## src/rtl/aiag_pkg.sv

```systemverilog
// constants, operand codes and carrier types for the indirect-offset address generator
// assumes a single 20 MHz cpu clock and a decoder that presents one operand per cycle
// What this block does
// [RULE1] operands act only while pointer mode select is cleared (dsp mode)
// [RULE2] bit-reversed post-add issues old pointer, then adds the RULE3 offset, sign-extended 16-bit only with compatibility bit 0
// [RULE3] compatibility bit picks offset: 0 temp register zero, 1 extended pointer zero
// [RULE4] bit-reversed add propagates carries from msb toward lsb
// [RULE5] bit-reversed post-subtract issues old pointer, then reverse-borrow subtract
// [RULE6] circular pointer under bit-reverse: address adds buffer base, pointer unchanged
// [RULE7] post-add by temp one issues old pointer, then adds sign-extended temp one
// [RULE8] post-subtract by temp one issues old pointer, then subtracts temp one
// [RULE9] indexed by temp one: address is pointer plus temp one, no update
// [RULE10] immediate indexed: address is pointer plus sign-extended immediate, no update
// [RULE11] immediate operand comes in two-byte extension, never issued in parallel
// [RULE12] i/o space allowed for all operands except the immediate-offset one
// [RULE13] normal add and subtract wrap modulo 2^23, written back same instruction
package aiag_pkg;
   localparam int AW = 23;
   localparam int OW = 16;
   localparam int NPTR = 8;
   localparam int PW = 3;
   localparam logic MODE_DSP = 1'h0;
   localparam logic CM_TEMP0 = 1'h0;
   localparam int EXT_BYTES = 2;

   typedef enum logic [2:0] {
      AIAG_OP_BR_ADD = 3'h0,
      AIAG_OP_BR_SUB = 3'h1,
      AIAG_OP_T1_ADD = 3'h2,
      AIAG_OP_T1_SUB = 3'h3,
      AIAG_OP_T1_IDX = 3'h4,
      AIAG_OP_K16_IDX = 3'h5
   } aiag_op_t;

   typedef enum logic [1:0] {
      AIAG_SP_DATA = 2'h0,
      AIAG_SP_MMR = 2'h1,
      AIAG_SP_BIT = 2'h2,
      AIAG_SP_IO = 2'h3
   } aiag_space_t;

   // one decoded operand from the instruction decoder
   typedef struct packed {
      logic valid;
      aiag_op_t op;
      logic [PW-1:0] ptr;
      aiag_space_t space;
      logic parallel;
      logic [OW-1:0] imm;
   } aiag_req_t;

   // one issued address toward the access buses
   typedef struct packed {
      logic valid;
      aiag_space_t space;
      logic [AW-1:0] addr;
   } aiag_acc_t;
endpackage

```

## src/rtl/aiag_sext.sv

```systemverilog
// sign extender from the 16-bit offset width to the address width
// assumes out width is not below in width
`timescale 1ns/1ps
`default_nettype none
module aiag_sext #(
   parameter int IW = aiag_pkg::OW,
   parameter int XW = aiag_pkg::AW
) (
   input wire logic [IW-1:0] din,
   output logic [XW-1:0] dout
);
   initial begin
      if (XW < IW) $error("extender narrower than input");
   end
   // replicate the sign bit into the upper field
   assign dout = {{(XW-IW){din[IW-1]}}, din};
endmodule
`default_nettype wire

```

## src/rtl/aiag_revadd.sv

```systemverilog
// reverse-carry adder: carries run from the msb toward the lsb
// assumes purely combinational use inside the address generator
`timescale 1ns/1ps
`default_nettype none
module aiag_revadd #(
   parameter int W = aiag_pkg::AW
) (
   input wire logic [W-1:0] a,
   input wire logic [W-1:0] b,
   input wire logic sub,
   output logic [W-1:0] sum
);
   logic [W:0] c;
   logic [W-1:0] bx;
   // subtract as add of the complement, the +1 injected at the msb end
   assign bx = sub ? ~b : b;
   assign c[W] = sub;
   genvar i;
   generate
      for (i = W-1; i >= 0; i = i - 1) begin : g_bit
         assign sum[i] = a[i] ^ bx[i] ^ c[i+1]; // [RULE4]
         assign c[i] = (a[i] & bx[i]) | (a[i] & c[i+1]) | (bx[i] & c[i+1]); // [RULE4]
      end
   endgenerate
endmodule
`default_nettype wire

```

## src/rtl/aiag_top.sv

```systemverilog
// indirect-offset address generator: pointer file, offsets and issued address
// assumes decoder inputs synchronous to REF_CLK; pointer loads come from the cpu register path
`timescale 1ns/1ps
`default_nettype none
module aiag_top #(
   parameter int NP = aiag_pkg::NPTR
) (
   input wire logic REF_CLK,
   input wire logic RSTN,
   input wire aiag_pkg::aiag_req_t REQ,
   input wire logic POINTER_MODE_SELECT,
   input wire logic COMPATIBILITY_MODE_BIT,
   input wire logic [aiag_pkg::OW-1:0] TEMP_REGISTER_ZERO,
   input wire logic [aiag_pkg::OW-1:0] TEMP_REGISTER_ONE,
   input wire logic [NP-1:0] CIRC_ENABLE,
   input wire logic [NP*aiag_pkg::OW-1:0] BUFFER_START_BASE,
   input wire logic PTR_LOAD,
   input wire logic [aiag_pkg::PW-1:0] PTR_LOAD_SEL,
   input wire logic [aiag_pkg::AW-1:0] PTR_LOAD_VAL,
   output aiag_pkg::aiag_acc_t ACC,
   output logic REQ_REJECT,
   output logic [NP*aiag_pkg::AW-1:0] EXTENDED_AUX_POINTER_N
);
   localparam int AW = aiag_pkg::AW;
   localparam int OW = aiag_pkg::OW;

   initial begin
      if (NP != (1 << aiag_pkg::PW)) $error("pointer count must match index width");
   end

   logic [AW-1:0] ptr_r [NP];
   logic [AW-1:0] cur;
   logic [OW-1:0] br_off16;
   logic [OW-1:0] off16;
   logic [AW-1:0] off_x;
   logic [AW-1:0] imm_x;
   logic [AW-1:0] base_x;
   logic [AW-1:0] rev_sum;
   logic [AW-1:0] upd_nxt;
   logic [AW-1:0] addr_nxt;
   logic is_br;
   logic is_sub;
   logic circ;
   logic upd;
   logic legal;
   aiag_pkg::aiag_acc_t acc_r;

   assign cur = ptr_r[REQ.ptr];
   assign is_br = (REQ.op == aiag_pkg::AIAG_OP_BR_ADD) || (REQ.op == aiag_pkg::AIAG_OP_BR_SUB);
   assign is_sub = (REQ.op == aiag_pkg::AIAG_OP_BR_SUB) || (REQ.op == aiag_pkg::AIAG_OP_T1_SUB);
   assign circ = CIRC_ENABLE[REQ.ptr];

   // bit-reverse offset: temp zero, or the low word of pointer zero
   assign br_off16 = (COMPATIBILITY_MODE_BIT == aiag_pkg::CM_TEMP0) ? TEMP_REGISTER_ZERO
                     : ptr_r[0][OW-1:0]; // [RULE3]
   assign off16 = is_br ? br_off16 : TEMP_REGISTER_ONE;

   aiag_sext u_sext_off (
      .din(off16),
      .dout(off_x)
   );

   aiag_sext u_sext_imm (
      .din(REQ.imm),
      .dout(imm_x)
   );

   aiag_sext u_sext_base (
      .din(BUFFER_START_BASE[REQ.ptr*OW +: OW]),
      .dout(base_x)
   );

   // extended pointer zero is used whole in compat mode, not the sign-extended word
   aiag_revadd u_rev (
      .a(cur),
      .b((COMPATIBILITY_MODE_BIT == aiag_pkg::CM_TEMP0) ? off_x : ptr_r[0]),
      .sub(REQ.op == aiag_pkg::AIAG_OP_BR_SUB),
      .sum(rev_sum)
   );

   // reject dsp-mode-only operands in control mode, parallel immediates and immediate i/o
   always_comb begin
      legal = (POINTER_MODE_SELECT == aiag_pkg::MODE_DSP); // [RULE1]
      if (REQ.op == aiag_pkg::AIAG_OP_K16_IDX) begin
         if (REQ.parallel) legal = 1'b0; // [RULE11]
         if (REQ.space == aiag_pkg::AIAG_SP_IO) legal = 1'b0; // [RULE12]
      end
      if (REQ.op > aiag_pkg::AIAG_OP_K16_IDX) legal = 1'b0;
   end

   assign REQ_REJECT = REQ.valid && !legal;

   // address and next pointer value for each operand
   always_comb begin
      addr_nxt = cur;
      upd_nxt = cur;
      upd = 1'b0;
      unique case (REQ.op)
         aiag_pkg::AIAG_OP_BR_ADD, aiag_pkg::AIAG_OP_BR_SUB: begin
            if (circ) begin
               addr_nxt = AW'(cur + base_x); // [RULE6]
            end else begin
               upd_nxt = rev_sum; // [RULE2] [RULE5]
               upd = 1'b1;
            end
         end
         aiag_pkg::AIAG_OP_T1_ADD: begin
            upd_nxt = AW'(cur + off_x); // [RULE7] [RULE13]
            upd = 1'b1;
         end
         aiag_pkg::AIAG_OP_T1_SUB: begin
            upd_nxt = AW'(cur - off_x); // [RULE8] [RULE13]
            upd = 1'b1;
         end
         aiag_pkg::AIAG_OP_T1_IDX: begin
            addr_nxt = AW'(cur + off_x); // [RULE9]
         end
         aiag_pkg::AIAG_OP_K16_IDX: begin
            addr_nxt = AW'(cur + imm_x); // [RULE10]
         end
         default: begin
            addr_nxt = cur;
         end
      endcase
   end

   // pointer file: post-modify written back in the same cycle the old value is issued
   always_ff @(posedge REF_CLK) begin
      if (!RSTN) begin
         for (int k = 0; k < NP; k++) ptr_r[k] <= '0;
      end else if (REQ.valid && legal && upd) begin
         ptr_r[REQ.ptr] <= upd_nxt; // [RULE13]
      end else if (PTR_LOAD) begin
         ptr_r[PTR_LOAD_SEL] <= PTR_LOAD_VAL;
      end
   end

   // issued address registered so the buses see a clean value
   always_ff @(posedge REF_CLK) begin
      if (!RSTN) begin
         acc_r <= '0;
      end else begin
         acc_r.valid <= REQ.valid && legal;
         acc_r.space <= REQ.space; // [RULE12]
         acc_r.addr <= addr_nxt;
      end
   end

   assign ACC = acc_r;

   // flattened pointer view for the rest of the cpu
   genvar g;
   generate
      for (g = 0; g < NP; g++) begin : g_out
         assign EXTENDED_AUX_POINTER_N[g*AW +: AW] = ptr_r[g];
      end
   endgenerate
endmodule
`default_nettype wire

```

## config.mk

```make
export PLATFORM = sky130hd
export DESIGN_NAME = aiag_top
export DESIGN_NICKNAME = d
export VERILOG_FILES = /design/src/rtl/aiag_pkg.sv /design/src/rtl/aiag_sext.sv /design/src/rtl/aiag_revadd.sv /design/src/rtl/aiag_top.sv
export SDC_FILE = /design/constraint.sdc
export NUM_CORES = 1
export LEC_CHECK = 0
export BUFFER_PORTS_ARGS = -buffer_cell sky130_fd_sc_hd__buf_2
export CAP_MARGIN = 20
export CELL_PAD_IN_SITES_DETAIL_PLACEMENT = 1
export CELL_PAD_IN_SITES_GLOBAL_PLACEMENT = 1
export CORE_MARGIN = 1
export CORE_UTILIZATION = 30
export DETAILED_ROUTE_END_ITERATION = 8
export PLACE_DENSITY = 0.69
export RECOVER_POWER = 25
export REMOVE_ABC_BUFFERS = 1
export SLEW_MARGIN = 0
export SYNTH_ARGS = -nofsm -noshare
export SYNTH_HDL_FRONTEND = slang
export SYNTH_HIERARCHICAL = 1
export SYNTH_SLANG_ARGS = --single-unit
```

## constraint.sdc

```tcl
create_clock -name REF_CLK -period 14.31 [get_ports REF_CLK]
set_input_delay 2.1465 -clock REF_CLK [delete_from_list [all_inputs] [get_ports REF_CLK]]
set_output_delay 2.1465 -clock REF_CLK [all_outputs]
set_load 0.02 [all_outputs]
```

==> flow_summary_export.csv <==
group,metric,value,unit
layout,layout.nets,2575,
layout,syn_to_final_growth,17.03,%
routing,drt-pass1-iter-count,5,
cts,clock-root-buffer,"clkbuf_16",
worst_setup_path,crit_path_frequent_cell,"fa_1",
worst_setup_path,r2r_start,"ptr_r[0][15]",
grt,grt_pass1_vias,18120,
synthesis,yosysTopAreaCellShare,30.33,%
worst_setup_path,cp_max_fo,16,
routing,wl_per_cell,26.92,um
synthesis,synth_cell_type_count,95,
routing,drt_wl_total,81.54,mm
synthesis,synthArstFlopShare,0,%
layout,fillers,7067,
cts,clockBufferDepth,3,
cts,cts_htree_levels,1,
synthesis,netlist_top_cells_count,"nor2_1 (291), edfxtp_1 (184), nand2_1 (116), a21oi_1 (113), o21ai_0 (110)",
sta,tightest_slew,2.792,ns
routing,drc,0,
die,die_w,248.4,um
status,violations,"capacitance limit, slew limit",
grt,antenna_found_initial,17,
die,initial_core_util,30.63,%
synthesis,synthTopCellsByArea,"edfxtp_1 (30%), mux4_2 (9.9%), ha_1 (6.2%)",
sta,max_freq,0.07761,GHz
die,die-area,61710,um^2
worst_setup_path,cpLargestDelayFamily,"adder cells",
sta,period_share,90.04,%
sta,report.final.slew_viol_count,40,
worst_setup_path,rrSetupSlack,3.02,ns
worst_setup_path,cp.depth,37,
sta,setup_tns,0,ns
status,status,"finished with violations",
worst_setup_path,start_kind,"input pin",
power,vdd_drop_max,0.1017,mV
worst_setup_path,reg2reg_depth,35,
run,max_cap_viol_count,1,
sta,hold_viol,0,
cts,cts_setup_buffers,0,
worst_setup_path,crit_buf_inv,5,
sta,slew_headroom,-86.15,%
routing,drtIter0Drc,1364,
grt,gr-total-overflow,0,
placement,port_buffers,435,
min_path,holdPathStages,4,
power,powerDensity,107.3,nW/um^2
synthesis,synth_cells,1902,
sta,rsz0062_at_grt,"false",
sta,setup_viol,0,
worst_setup_path,critPathKind,"input pin to flip-flop",
synthesis,yosys_warnings,6,
synthesis,syn_avg_cell_area,9.577,um^2
layout,multi_input_area,10810,um^2
routing,vias_per_cell,5.735,
sta,min_period,12.88,ns
min_path,hold_class,"flip-flop to flip-flop",
grt,grt_start_max_net_pins,50,
grt,grt_pass1_wl,120.4,mm
cts,cts.sinks,210,
cts,clk_pin_slew,0.06,ns
worst_setup_path,worst_setup_path_end_kind,"flip-flop",
cts,cts_resized,0,
synthesis,yosysTopAreaCell,"edfxtp_1",
synthesis,synth-seq-cells,210,
cts,hold_buffers,0,
placement,dp_hpwl,64.02,mm
power,power,2287,uW
synthesis,syn_area,18220,um^2
sta,skew,0.02280,ns
min_path,whs_endpoint,"ACC[22]",
die,pin_count,436,
layout,regArea,6046,um^2
layout,drive_gt1_share,23.06,%
cts,clock_latency,0.56,ns
worst_setup_path,cpMaxStageDelayCell,"a21oi_1",
power,power_leakage,0.008544,uW
routing,drtAntennaViolNets,0,
routing,vias,17370,
synthesis,synth-seq-area-share,33.19,%
cts,numCtsBuffers,25,
cts,cts_tree,"yes",
grt,grtUsageTotal,25.66,%
min_path,worstHoldStart,"ptr_r[1][22]",
die,fp.dieH,248.4,um
synthesis,synth_most_common_cell,"nor2_1",
die,fp-row-count,89,
worst_setup_path,slowest_delay,0.56,ns
worst_setup_path,arrival,13.13,ns
synthesis,synthFlopType,"edfxtp_1",
worst_setup_path,cp_data_required_time,14.56,ns
worst_setup_path,reg2reg_to,"ptr_r[1][1]",
synthesis,synth-edff-count,184,
die,coreArea,59460,um^2
placement,gp_congestion,0.9172,
[where the power goes]
group | switching (uW) | internal (uW) | total [uW]
Sequential | 26.6 | 703 | 729
Clock | 268 | 338 | 606
Combinational | 611 | 341 | 952
[final cells by class]
class	instances	area share, %
Clock buffer	31	3.040
Sequential cell	210	28.36
Timing Repair Buffer	477	10.93
Clock inverter	12	0.4402
Tap cell	773	4.537
Inverter	108	1.902
Antenna cell	5	0.05869
Multi-Input combinational cell	1413	50.73
[tightest hold or removal path: stages (launching register included)]
cell,delay (ns)
edfxtp_1,0.37
mux4_2,0.28
mux2i_4,0.11
nand4_1,0.10
a31oi_1,0.08
[per-stage QoR]
stage                     std cells  instance area, um^2  hold WS, ns  setup WS, ns  utilization [%]
after global placement         2980                20730       0.9807         1.148            34.85
final                          3029                21320        1.002         1.426            35.85
after CTS                      3024                21500        1.005         1.497            36.15
after floorplan                1731                17200        1.016        0.6641                -
after global routing           3026                21310        1.060         1.027            35.84
after detailed placement       2981                20750       0.9885         1.013            34.90
[worst max-delay path by stage]
| stage | from | end | slack, ns |
|---|---|---|---|
| 6_report | REQ[24] | ptr_r[1][1] | 1.43 |
| 5_1_grt | REQ[24] | ptr_r[5][0] | 1.03 |
| 3_5_place_dp | REQ[24] | ptr_r[7][1] | 1.01 |
| 2_1_floorplan | REQ[24] | ptr_r[3][0] | 0.66 |
| 4_1_cts | REQ[24] | ptr_r[1][1] | 1.50 |
| 3_3_place_gp | REQ[24] | ptr_r[1][1] | 1.15 |
[registers in the layout (all words and copies together) (netlist names)]
register and flops:
ptr_r 184, ACC 26
[metal layers]
layer	GRT usage, %	wire length [um]	up-vias
met2	42.80	38430	761
met3	4.878	6054	140
met5	0	138	-
met4	7.294	2362	22
met1	33.74	34560	8825
li1	-	-	7624
[cells in the final DEF, fill, tap and decap left out, types with 8 or more instances in the layout]
cell / n
clkbuf_1: 156
mux4_2: 80
xor2_1: 16
nand2b_1: 31
nand2_1: 116
o211ai_1: 10
a221oi_1: 11
a211oi_1: 15
a21o_1: 24
nand3_1: 26
nor2b_1: 16
and3_1: 13
o21ai_1: 13
buf_4: 41
edfxtp_1: 184
o22ai_1: 13
mux2i_1: 23
clkbuf_16: 25
mux2_2: 32
o32ai_1: 8
fa_1: 25
nor3_1: 41
xnor2_1: 65
nor3b_1: 11
o31ai_1: 10
o21a_1: 13
a31oi_1: 29
inv_1: 106
buf_2: 284
o21ai_0: 110
or3_1: 10
nor2_1: 288
o21bai_1: 14
ha_1: 90
dfxtp_1: 26
a21oi_1: 111
o221ai_1: 11
[cell families (layout without fill, tap and decap cells)]
group | after synthesis | count (layout) | share of synthesized area [%]
AND/OR/NAND/NOR | 596 | 596 | 14.82
buffers and inverters | 279 | 628 | 7.803
adder cells (fa/ha/maj) | 115 | 115 | 8.929
flip-flops | 210 | 210 | 33.19
XOR/XNOR | 83 | 83 | 4.073
other | 0 | 5 | 0
multiplexers | 137 | 137 | 13.38
AO/OA/AOI/OAI | 482 | 482 | 17.80
Power figures use the tool's default switching activity.
